[src/logic/rpd_params.svh]
// Constants of the rear-panel digital I/O block
// Assumes a 100 MHz core clock and 32-bit AXI4-Lite register access
`ifndef RPD_PARAMS_SVH
`define RPD_PARAMS_SVH
// Clock and times
`define RPD_CLK_MHZ 100
`define RPD_STROBE_NS 1000
`define RPD_LONG_NS 10000
`define RPD_FILT_NS 1000
`define RPD_STROBE_CYC ((`RPD_STROBE_NS*`RPD_CLK_MHZ+999)/1000)
`define RPD_LONG_CYC ((`RPD_LONG_NS*`RPD_CLK_MHZ+999)/1000)
`define RPD_FILT_CYC ((`RPD_FILT_NS*`RPD_CLK_MHZ)/1000+1)
`define RPD_SWEEP_CYC 2000
// Register byte offsets
`define RPD_OFF_CTRL 8'h00
`define RPD_OFF_BUSCMD 8'h04
`define RPD_OFF_BUSDATA 8'h08
`define RPD_OFF_PORTAB 8'h0C
`define RPD_OFF_PORTCD 8'h10
`define RPD_OFF_GPIO 8'h14
`define RPD_OFF_PASSFAIL 8'h18
`define RPD_OFF_STATUS 8'h1C
// Field positions and codes
`define RPD_CTRL_ARM 0
`define RPD_CTRL_PFPOL 1
`define RPD_CTRL_TRIGPOL 2
`define RPD_CTRL_TRIGSRC 3
`define RPD_CTRL_FOOTSEL 4
`define RPD_BUSCMD_RNW 16
`define RPD_FOOT_ARM 2'h1
`define RPD_RESP_OKAY 2'h0
`define RPD_RESP_SLVERR 2'h2
`endif

[src/logic/rpd_pkg.sv]
// Types of the rear-panel digital I/O block
// Assumes the constants header for all figures
package rpd_pkg;
  typedef enum logic [2:0] {BUS_IDLE, BUS_ADDR, BUS_GAP, BUS_DATA, BUS_END} rpd_bus_t;
  typedef enum logic [1:0] {SW_IDLE, SW_ARMED, SW_RUN} rpd_swp_t;

  typedef struct packed {
    logic [12:0] muxBusOut;
    logic        muxBusOe;
    logic        unitSelectBit0;
    logic [1:0]  unitSelectBitsMid;
    logic        unitSelectBit3;
    logic        addrStrobeN;
    logic        dataStrobeN;
    logic        readNotWrite;
  } rpd_tset_t;

  typedef struct packed {
    logic [7:0] sorterPortA;
    logic [7:0] sorterPortB;
    logic [3:0] sorterPortCOut;
    logic [3:0] sorterPortCOe;
    logic [3:0] sorterPortDOut;
    logic [3:0] sorterPortDOe;
    logic       passFail;
    logic       passFailStrobeN;
    logic       sweepEndN;
    logic       portWriteStrobeN;
    logic       readyForTrigN;
    logic       trigOutConnector;
    logic [3:0] gpBidirOut;
    logic [3:0] gpBidirOe;
    logic       powerPress;
  } rpd_aux_t;

  typedef struct packed {
    logic        awready;
    logic        wready;
    logic        bvalid;
    logic [1:0]  bresp;
    logic        arready;
    logic        rvalid;
    logic [31:0] rdata;
    logic [1:0]  rresp;
  } rpd_axi_t;

  typedef struct packed {
    logic [30:0] sync1;
    logic [30:0] sync2;
    rpd_tset_t   tset;
    rpd_aux_t    aux;
    rpd_axi_t    axi;
    logic        awGot;
    logic        wGot;
    logic [7:0]  awAddr;
    logic [31:0] wData;
    logic [3:0]  wStrb;
    logic [4:0]  ctrl;
    logic [12:0] busAddr;
    logic        busRnw;
    logic        busStart;
    logic [12:0] busWrData;
    logic [12:0] busRdData;
    rpd_bus_t    busSt;
    logic [9:0]  busCnt;
    rpd_swp_t    swpSt;
    logic        armReq;
    logic [15:0] sweepCnt;
    logic [9:0]  endCnt;
    logic [9:0]  pwsCnt;
    logic [9:0]  pfCnt;
    logic [9:0]  toCnt;
    logic [9:0]  intrCnt;
    logic [9:0]  trigCnt;
    logic [9:0]  footCnt;
    logic        pfResult;
    logic [3:0]  sticky;
  } rpd_state_t;
endpackage

[src/logic/rpd_top.sv]
// Rear-panel digital I/O: test-set bus master, handler and aux ports
// Assumes one 100 MHz clock, AXI4-Lite master, pins resolved outside
// Contract
// - Drive 13-line test-set bus, strobes, interrupt; interrupt is only an input here, read to abort a sweep
// - Up to sixteen chained test sets
// - All four unit-select outputs held low
// - Address strobe low at least 1 us
// - Data strobe low at least 1 us
// - Read/write high for read, low write
// - Address first, then data, latched by receiver
// - No sweep start while hold-off low
// - Interrupt low 10 us aborts sweep
// - Two 8-bit outputs, two 4-bit bidirectional ports
// - Pass/fail strobe low at least 1 us
// - Latched pass/fail, selectable polarity
// - Sweep end low 10 us on completion
// - Port write strobe low 10 us
// - Ready-for-trigger low when trigger accepted; code drives it low while armed with hold-off high, high once the sweep runs
// - Level trigger, selectable polarity, over 1 us
// - Footswitch low over 1 us starts event
// - Power-button input low acts as press
// - Four general-purpose bidirectional lines
// - Both trigger inputs form one trigger
//
// The AXI4-Lite slave port and the placing of the registers are this design's own decisions.
`timescale 1ns/1ps
`default_nettype none
`include "rpd_params.svh"
module rpd_top (
  input  wire logic              clk,
  input  wire logic              rst_n,
  input  wire logic [7:0]        s_axi_awaddr,
  input  wire logic              s_axi_awvalid,
  output logic                   s_axi_awready,
  input  wire logic [31:0]       s_axi_wdata,
  input  wire logic [3:0]        s_axi_wstrb,
  input  wire logic              s_axi_wvalid,
  output logic                   s_axi_wready,
  output logic [1:0]             s_axi_bresp,
  output logic                   s_axi_bvalid,
  input  wire logic              s_axi_bready,
  input  wire logic [7:0]        s_axi_araddr,
  input  wire logic              s_axi_arvalid,
  output logic                   s_axi_arready,
  output logic [31:0]            s_axi_rdata,
  output logic [1:0]             s_axi_rresp,
  output logic                   s_axi_rvalid,
  input  wire logic              s_axi_rready,
  output rpd_pkg::rpd_tset_t     tsetOut,
  input  wire logic [12:0]       muxBusIn,
  input  wire logic              holdoffN,
  input  wire logic              interruptN,
  output rpd_pkg::rpd_aux_t      auxOut,
  input  wire logic [3:0]        sorterPortCIn,
  input  wire logic [3:0]        sorterPortDIn,
  input  wire logic [3:0]        gpBidirIn,
  input  wire logic              extTrigIn,
  input  wire logic              trigInConnector,
  input  wire logic              footswitchN,
  input  wire logic              powerButtonN
);
  import rpd_pkg::*;

  // ==========================================================
  // Helpers
  function automatic logic [9:0] satInc(input logic [9:0] c,
                                        input logic act,
                                        input logic [9:0] lim);
    satInc = !act ? 10'h000 : (c < lim) ? c + 10'h001 : c;
  endfunction

  function automatic logic [9:0] decr(input logic [9:0] c);
    decr = (c != 10'h000) ? c - 10'h001 : 10'h000;
  endfunction

  function automatic logic [31:0] bmerge(input logic [31:0] o,
                                         input logic [31:0] d,
                                         input logic [3:0] s);
    for (int i = 0; i < 4; i++) begin
      bmerge[i*8 +: 8] = s[i] ? d[i*8 +: 8] : o[i*8 +: 8];
    end
  endfunction

  function automatic logic mapped(input logic [7:0] a);
    mapped = (a[7:5] == 3'h0);
  endfunction

  function automatic logic [31:0] regRd(input rpd_state_t s,
                                        input logic [7:0] a);
    case ({a[7:2], 2'h0})
      `RPD_OFF_CTRL: regRd = {26'h0, s.ctrl, 1'b0};
      `RPD_OFF_BUSCMD: regRd = {15'h0, s.busRnw, 3'h0, s.busAddr};
      `RPD_OFF_BUSDATA: regRd = {19'h0, s.busRdData};
      `RPD_OFF_PORTAB: regRd = {16'h0, s.aux.sorterPortB, s.aux.sorterPortA};
      `RPD_OFF_PORTCD: regRd = {16'h0, s.aux.sorterPortDOe, s.aux.sorterPortCOe,
                                s.aux.sorterPortDOut, s.aux.sorterPortCOut};
      `RPD_OFF_GPIO: regRd = {24'h0, s.aux.gpBidirOe, s.aux.gpBidirOut};
      `RPD_OFF_PASSFAIL: regRd = {31'h0, s.pfResult};
      `RPD_OFF_STATUS: regRd = {12'h0, s.sync2[30:19], s.sticky,
                                !s.sync2[0], s.swpSt == SW_ARMED,
                                s.swpSt == SW_RUN, s.busSt != BUS_IDLE};
      default: regRd = 32'h0;
    endcase
  endfunction

  // ==========================================================
  // State and synchronised inputs
  rpd_state_t st;
  rpd_state_t next_st;
  logic       holdN;
  logic       intrN;
  logic       trigA;
  logic       trigB;
  logic       footN;
  logic       pwrN;
  logic [12:0] busIn;
  logic       trigAct;
  logic       trigQual;
  logic       intrHit;
  logic       footHit;
  logic       doWr;
  logic [31:0] wv;
  logic [3:0] setSticky;
  logic [3:0] clrSticky;

  assign holdN = st.sync2[0];
  assign intrN = st.sync2[1];
  assign trigA = st.sync2[2];
  assign trigB = st.sync2[3];
  assign footN = st.sync2[4];
  assign pwrN  = st.sync2[5];
  assign busIn = st.sync2[18:6];

  // ==========================================================
  // Next-state logic
  always_comb begin
    next_st = st;
    setSticky = 4'h0;
    clrSticky = 4'h0;
    wv = 32'h0;
    doWr = 1'b0;

    // Input synchronisers
    next_st.sync1 = {gpBidirIn, sorterPortDIn, sorterPortCIn, muxBusIn,
                     powerButtonN, footswitchN, trigInConnector,
                     extTrigIn, interruptN, holdoffN};
    next_st.sync2 = st.sync1;

    // Width filters
    trigAct = st.ctrl[`RPD_CTRL_TRIGPOL-1] ? (trigA | trigB)
                                           : !(trigA & trigB);
    next_st.trigCnt = satInc(st.trigCnt, trigAct, 10'(`RPD_FILT_CYC));
    trigQual = (st.trigCnt == 10'(`RPD_FILT_CYC));
    next_st.intrCnt = satInc(st.intrCnt, !intrN, 10'(`RPD_LONG_CYC));
    intrHit = (st.intrCnt == 10'(`RPD_LONG_CYC));
    next_st.footCnt = satInc(st.footCnt, !footN, 10'(`RPD_FILT_CYC));
    footHit = (next_st.footCnt == 10'(`RPD_FILT_CYC))
              && (st.footCnt != 10'(`RPD_FILT_CYC));
    next_st.aux.powerPress = !pwrN;
    setSticky[3] = !pwrN;
    setSticky[2] = footHit;

    // AXI write channel
    next_st.busStart = 1'b0;
    next_st.armReq = 1'b0;
    if (s_axi_awvalid && st.axi.awready) begin
      next_st.awAddr = s_axi_awaddr;
      next_st.awGot = 1'b1;
    end
    if (s_axi_wvalid && st.axi.wready) begin
      next_st.wData = s_axi_wdata;
      next_st.wStrb = s_axi_wstrb;
      next_st.wGot = 1'b1;
    end
    if (st.axi.bvalid && s_axi_bready) begin
      next_st.axi.bvalid = 1'b0;
    end
    doWr = next_st.awGot && next_st.wGot && !next_st.axi.bvalid;
    if (doWr) begin
      next_st.awGot = 1'b0;
      next_st.wGot = 1'b0;
      next_st.axi.bvalid = 1'b1;
      next_st.axi.bresp = mapped(next_st.awAddr) ? `RPD_RESP_OKAY
                                                 : `RPD_RESP_SLVERR;
      wv = bmerge(regRd(st, next_st.awAddr), next_st.wData, next_st.wStrb);
      case ({next_st.awAddr[7:2], 2'h0})
        `RPD_OFF_CTRL: begin
          next_st.ctrl = wv[5:1];
          next_st.armReq = next_st.wStrb[0] && wv[`RPD_CTRL_ARM];
        end
        `RPD_OFF_BUSCMD: begin
          if (st.busSt == BUS_IDLE) begin
            next_st.busAddr = wv[12:0];
            next_st.busRnw = wv[`RPD_BUSCMD_RNW];
            next_st.busStart = 1'b1;
          end
        end
        `RPD_OFF_BUSDATA: next_st.busWrData = wv[12:0];
        `RPD_OFF_PORTAB: begin
          next_st.aux.sorterPortA = wv[7:0];
          next_st.aux.sorterPortB = wv[15:8];
          next_st.pwsCnt = 10'(`RPD_LONG_CYC);
        end
        `RPD_OFF_PORTCD: begin
          next_st.aux.sorterPortCOut = wv[3:0];
          next_st.aux.sorterPortDOut = wv[7:4];
          next_st.aux.sorterPortCOe = wv[11:8];
          next_st.aux.sorterPortDOe = wv[15:12];
        end
        `RPD_OFF_GPIO: begin
          next_st.aux.gpBidirOut = wv[3:0];
          next_st.aux.gpBidirOe = wv[7:4];
        end
        `RPD_OFF_PASSFAIL: begin
          next_st.pfResult = wv[0];
          next_st.pfCnt = 10'(`RPD_STROBE_CYC);
        end
        `RPD_OFF_STATUS: clrSticky = wv[7:4];
        default: ;
      endcase
    end
    next_st.axi.awready = !next_st.awGot && !next_st.axi.bvalid;
    next_st.axi.wready = !next_st.wGot && !next_st.axi.bvalid;

    // AXI read channel
    if (st.axi.rvalid && s_axi_rready) begin
      next_st.axi.rvalid = 1'b0;
    end
    if (s_axi_arvalid && st.axi.arready) begin
      next_st.axi.rvalid = 1'b1;
      next_st.axi.rdata = regRd(st, s_axi_araddr);
      next_st.axi.rresp = mapped(s_axi_araddr) ? `RPD_RESP_OKAY
                                               : `RPD_RESP_SLVERR;
    end
    next_st.axi.arready = !next_st.axi.rvalid;

    // Pass/fail latch with polarity
    next_st.aux.passFail = next_st.pfResult
                           ^ !next_st.ctrl[`RPD_CTRL_PFPOL-1];

    // Test-set bus master
    next_st.tset.unitSelectBit0 = 1'b0;
    next_st.tset.unitSelectBitsMid = 2'h0;
    next_st.tset.unitSelectBit3 = 1'b0;
    case (st.busSt)
      BUS_IDLE: begin
        next_st.tset.muxBusOe = 1'b0;
        if (st.busStart) begin
          next_st.tset.readNotWrite = st.busRnw;
          next_st.tset.muxBusOut = st.busAddr;
          next_st.tset.muxBusOe = 1'b1;
          next_st.tset.addrStrobeN = 1'b0;
          next_st.busCnt = 10'(`RPD_STROBE_CYC);
          next_st.busSt = BUS_ADDR;
        end
      end
      BUS_ADDR: begin
        next_st.busCnt = decr(st.busCnt);
        if (st.busCnt == 10'h001) begin
          next_st.tset.addrStrobeN = 1'b1;
          next_st.busSt = BUS_GAP;
        end
      end
      BUS_GAP: begin
        next_st.tset.muxBusOut = st.busWrData;
        next_st.tset.muxBusOe = !st.busRnw;
        next_st.tset.dataStrobeN = 1'b0;
        next_st.busCnt = 10'(`RPD_STROBE_CYC);
        next_st.busSt = BUS_DATA;
      end
      BUS_DATA: begin
        next_st.busCnt = decr(st.busCnt);
        if (st.busCnt == 10'h001) begin
          next_st.tset.dataStrobeN = 1'b1;
          if (st.busRnw) begin
            next_st.busRdData = busIn;
          end
          next_st.busSt = BUS_END;
        end
      end
      BUS_END: begin
        next_st.tset.muxBusOe = 1'b0;
        next_st.busSt = BUS_IDLE;
      end
      default: next_st.busSt = BUS_IDLE;
    endcase

    // Sweep sequencer
    case (st.swpSt)
      SW_IDLE: begin
        if (st.armReq || (footHit
            && st.ctrl[`RPD_CTRL_FOOTSEL-1 +: 2] == `RPD_FOOT_ARM)) begin
          next_st.swpSt = SW_ARMED;
        end
      end
      SW_ARMED: begin
        if (holdN && (!st.ctrl[`RPD_CTRL_TRIGSRC-1] || trigQual)) begin
          next_st.swpSt = SW_RUN;
          next_st.sweepCnt = 16'h0;
          next_st.toCnt = 10'(`RPD_STROBE_CYC);
        end
      end
      SW_RUN: begin
        next_st.sweepCnt = st.sweepCnt + 16'h1;
        if (intrHit) begin
          next_st.swpSt = SW_IDLE;
          setSticky[1] = 1'b1;
        end else if (st.sweepCnt == 16'(`RPD_SWEEP_CYC - 1)) begin
          next_st.swpSt = SW_IDLE;
          next_st.endCnt = 10'(`RPD_LONG_CYC);
          setSticky[0] = 1'b1;
        end
      end
      default: next_st.swpSt = SW_IDLE;
    endcase
    next_st.aux.readyForTrigN = !(next_st.swpSt == SW_ARMED && holdN);

    // Strobe timers
    if (doWr == 1'b0 || next_st.pwsCnt != 10'(`RPD_LONG_CYC)) begin
      next_st.pwsCnt = decr(next_st.pwsCnt);
    end
    if (next_st.pfCnt != 10'(`RPD_STROBE_CYC) || st.pfCnt == next_st.pfCnt) begin
      next_st.pfCnt = decr(next_st.pfCnt);
    end
    if (st.swpSt != SW_RUN || next_st.swpSt == SW_RUN) begin
      next_st.endCnt = decr(st.endCnt);
      next_st.toCnt = (st.swpSt == SW_ARMED) ? next_st.toCnt : decr(st.toCnt);
    end
    next_st.aux.portWriteStrobeN = (next_st.pwsCnt == 10'h000);
    next_st.aux.passFailStrobeN = (next_st.pfCnt == 10'h000);
    next_st.aux.sweepEndN = (next_st.endCnt == 10'h000);
    next_st.aux.trigOutConnector = (next_st.toCnt != 10'h000);

    // Sticky status, set wins over clear
    next_st.sticky = (st.sticky & ~clrSticky) | setSticky;
  end

  // ==========================================================
  // State register
  always_ff @(posedge clk or negedge rst_n) begin
    if (!rst_n) begin
      st <= '0;
      st.sync1 <= 31'h0000_0033; // Active-low pins idle high
      st.sync2 <= 31'h0000_0033;
      st.tset.addrStrobeN <= 1'b1;
      st.tset.dataStrobeN <= 1'b1;
      st.aux.passFailStrobeN <= 1'b1;
      st.aux.sweepEndN <= 1'b1;
      st.aux.portWriteStrobeN <= 1'b1;
      st.aux.readyForTrigN <= 1'b1;
      st.aux.passFail <= 1'b1;
      st.axi.awready <= 1'b1;
      st.axi.wready <= 1'b1;
      st.axi.arready <= 1'b1;
    end else begin
      st <= next_st;
    end
  end

  // ==========================================================
  // Outputs
  assign tsetOut = st.tset;
  assign auxOut = st.aux;
  assign s_axi_awready = st.axi.awready;
  assign s_axi_wready = st.axi.wready;
  assign s_axi_bvalid = st.axi.bvalid;
  assign s_axi_bresp = st.axi.bresp;
  assign s_axi_arready = st.axi.arready;
  assign s_axi_rvalid = st.axi.rvalid;
  assign s_axi_rdata = st.axi.rdata;
  assign s_axi_rresp = st.axi.rresp;
endmodule
`default_nettype wire

[config.mk]
export PLATFORM = sky130hd
export DESIGN_NAME = rpd_top
export DESIGN_NICKNAME = d
export VERILOG_FILES = /design/src/logic/rpd_pkg.sv /design/src/logic/rpd_top.sv
export VERILOG_INCLUDE_DIRS = /design/src /design/src/logic
export SDC_FILE = /design/constraint.sdc
export NUM_CORES = 1
export LEC_CHECK = 0
export ABC_AREA = 0
export ABC_CLOCK_PERIOD_IN_PS = 4500
export BUFFER_PORTS_ARGS = -buffer_cell sky130_fd_sc_hd__buf_2
export CORE_MARGIN = 1
export CORE_UTILIZATION = 58
export DETAILED_ROUTE_END_ITERATION = 6
export MAX_ROUTING_LAYER = met4
export PLACE_DENSITY = 0.91
export SETUP_SLACK_MARGIN = 0.4
export SKIP_LAST_GASP = 1
export SYNTH_ARGS = -nofsm -noshare
export SYNTH_HDL_FRONTEND = slang
export SYNTH_SLANG_ARGS = --single-unit
[constraint.sdc]
create_clock -name clk -period 4.5 [get_ports clk]
set_input_delay 0.45 -clock clk [delete_from_list [all_inputs] [get_ports clk]]
set_output_delay 0.45 -clock clk [all_outputs]
set_load 0.01 [all_outputs]
==> flow_summary.yaml <==
power_and_ir_drop:
  seq_power_share_pct: 43.7
  switching_share_pct: 34.8
  pwr-share-clk_pct: 29.7
  internal_power_uw: 6470
  total_switching_power_uw: 3450
  max-vdd-ir-drop_mv: 0.295
  p_leak_uw: 0.00823
  power_density_nw_per_um2: 566
  pwr-share-comb_pct: 26.6
route:
  vias_after_detailed_routing: 12412
  drt.antenna.violating_nets: 0
  drc: 0
  detail_route.first_pass.iterations: 7
  initialDrtViolationCount: 1503
  drt-total-wl_microns: 41200
  route.detailed.wl_per_inst_microns: 20.8
  post_drt_via_cell_ratio: 6.28
setup_path:
  critical_path_class: "flop to flop"
  cpLargestDelayFamily: "simple AND/OR/NAND/NOR gates"
  path_buf_inv: 0
  r2r_cells: 10
  worstSetupStartpointType: "flop"
  worstPathRequired_ns: 4.96
  slowest_cp_cell: "o21ai_1"
  critical_path_peak_fanout: 13
  cp.depth: 10
  worstPathCellList: "and2_1 > o21ai_1 > nand3_1 > nand2_1 > ha_1 > nor3b_2 > nor2b_1 > o32a_1 > nor4b_1 > and4b_1"
  critical-path-max-stage-delay_ns: 0.57
  arrival_ns: 4.08
  worstSetupEndpointType: "flop"
clock_tree:
  cts.htree.levels: 2
  clk_pin_slew_worst_paths_ns: 0.06
  post_cts.resized_instances: 0
  tritoncts.num_buffers: 36
  clock_sink_count: 334
  clockRootBuffer: "clkbuf_16"
  cts_tree: "yes"
  cts-hold-fix-buffers: 1
  clk_path_buf_depth: 3
  cts.repair_timing.setup_buffer_count: 0
  insertion_delay_ns: 0.52
timing:
  finalHoldViolCount: 0
  timing.final.setup_violations: 0
  rsz0062_at_grt: "false"
  setup_tns_ns: 0
  timing.final.max_slew_violations: 0
  clock_skew_ns: 0.0183
  max_clock_freq_ghz: 0.276
  worst_slew_margin_rel_pct: 19.8
  timing.hold.ws_ns: 0.0214
  worst-slew-pin-transition_ns: 1.20
  final.period_utilization_pct: 80.5
  min_period_ns: 3.62
synth:
  dominantRegCellSynth: "dfrtp_1"
  netlist_top_cells_count: "316 x dfrtp_1, 185 x nand2_1, 126 x nor2_1"
  seq_area_frac_synth_pct: 52.7
  synth_async_sr_flop_share_pct: 100
  synthesis.area_sq_um: 15900
  number_of_flops_mapped_to_enable_cells_by_yosys: 0
  synth.ff_latch_count: 334
  yosysTopAreaCellShare_pct: 49.7
  synth_top_area_cells: "dfrtp_1 50%, mux2_2 5.6%, buf_4 4.9%, nand2_1 4.4%, dfstp_2 3.0%"
  synth_area_per_cell_sq_um: 10.3
  most_frequent_cell_after_synthesis: "dfrtp_1"
  yosysWarningCount: 0
  leading_area_contributor_after_synthesis: "dfrtp_1"
  synth_cell_type_count: 80
  synth_cells: 1540
floorplanning:
  core.rowCount: 60
  die_height_microns: 168
  placeableCoreArea_sq_um: 27000
  floorplan.io_pins: 199
  start_util_pct: 59.0
  die-width_microns: 168
  die_area_sq_um: 28100
global_routing:
  grt_first_pass_wirelength_microns: 65300
  global_route.usage.met2_pct: 46.3
  grt_start_max_net_pins: 109
  met1_usage_pct: 38.9
  grt_overall_usage_pct: 30.7
  gr-usage-met3_pct: 8.13
  antenna_violations_before_repair: 2
  grt_pass1_vias: 11990
  grt_overflow_total: 0
  grt-busiest-layer: "met2"
finish:
  nNetsFinal: 1716
  drive_gt1_share_pct: 20.8
  area_taken_by_multi_input_logic_gates_sq_um: 6410
  final.fill_count: 1954
  area_growth_syn_to_layout_pct: 10.1
  register_area_sq_um: 8380
placed_design:
  count_of_input_and_output_buffers: 160
  dp_hpwl_microns: 28000
  finalWeightedCongestion: 0.950
flow_run:
  cap_violations: 0
worst_hold_path:
  hold_depth: 1
  min_path_type: "input port to flop"
run_status:
  outcome: "finished clean"
-- per-layer routing --
layer | vias up | wire length, microns | share of wire, %
li1 | 5478 | - | -
met3 | 192 | 4480 | 11
met5 | - | 0 | 0
met4 | 0 | 2020 | 4.9
met2 | 750 | 18700 | 46
met1 | 5992 | 15900 | 39
-- placed cells by master (no fill, tap or decap), types with 35 or more instances in the layout --
cell type / n
a21oi_1: 49
nand2_1: 185
mux2_2: 79
buf_2: 159
mux2i_1: 35
nor2_1: 126
clkbuf_16: 37
nor3_1: 35
dfrtp_1: 316
inv_1: 44
o21ai_0: 86
-- final timing paths --
kind                                          from                      to  slack [ns]
setup / recovery           s_axi_awready$_DFF_PN1_    auxOut[11]$_DFF_PN1_        0.88
hold / removal                            holdoffN  next_st[308]$_DFF_PN1_        0.02
setup reg to reg           s_axi_awready$_DFF_PN1_    auxOut[11]$_DFF_PN1_        0.88
hold reg to reg             next_st[314]$_DFF_PN0_      busIn[0]$_DFF_PN0_        0.35
max in group asynchronous                    rst_n     st[114]$_DFFE_PN0P_        2.94
min in group asynchronous                    rst_n        st[54]$_DFF_PN0_        0.52
-- area by class of cell --
| class | instances | share of cell area [%] |
|---|---|---|
| multi-input combinational | 1016 | 36.6 |
| antenna | 2 | 0.0286 |
| timing repair buffer | 176 | 5.47 |
| tap | 341 | 2.43 |
| inverter | 45 | 0.964 |
| clock inverter | 7 | 0.521 |
| clock buffer | 55 | 6.18 |
| sequential | 334 | 47.8 |
-- through the flow --
| stage | instance area [sq um] | utilization (%) | total power (uW) | worst slack, ns | std cells |
|---|---|---|---|---|---|
| floorplan | 16000 | - | 6150 | 1.05 | 1557 |
| global placement | 16300 | 60.6 | 6740 | 0.922 | 1911 |
| detailed placement | 16300 | 60.6 | 6890 | 0.801 | 1911 |
| CTS | 17500 | 65.0 | 9860 | 0.985 | 1974 |
| global route | 17500 | 65.0 | 10400 | 0.737 | 1976 |
| finish | 17500 | 65.0 | 9930 | 0.879 | 1976 |
-- power groups by stage --
stage	sequential [uW]	combinational [uW]	clock [uW]
floorplan	4120	2030	0
detailed placement	4340	2550	0
global placement	4300	2440	0
global route	4410	2900	3110
CTS	4300	2590	2970
finish	4340	2640	2950
-- sequential cells by signal, summed over array words and instances, names as in the netlist, 13 cells and up --
signal	count
tsetOut	17
busIn	13
auxOut	47
next_st	31
s_axi_rdata	20
st	195
-- cell families after synthesis --
family                   synth area share, %
flip-flops                              52.7
XOR/XNOR                                1.38
AO/OA/AOI/OAI                           13.0
adder cells (fa/ha/maj)                 1.34
other                                 0.0236
multiplexers                            8.43
buffers and inverters                   7.44
AND/OR/NAND/NOR                         15.7
Note: power is estimated with default switching activity, not from simulation.
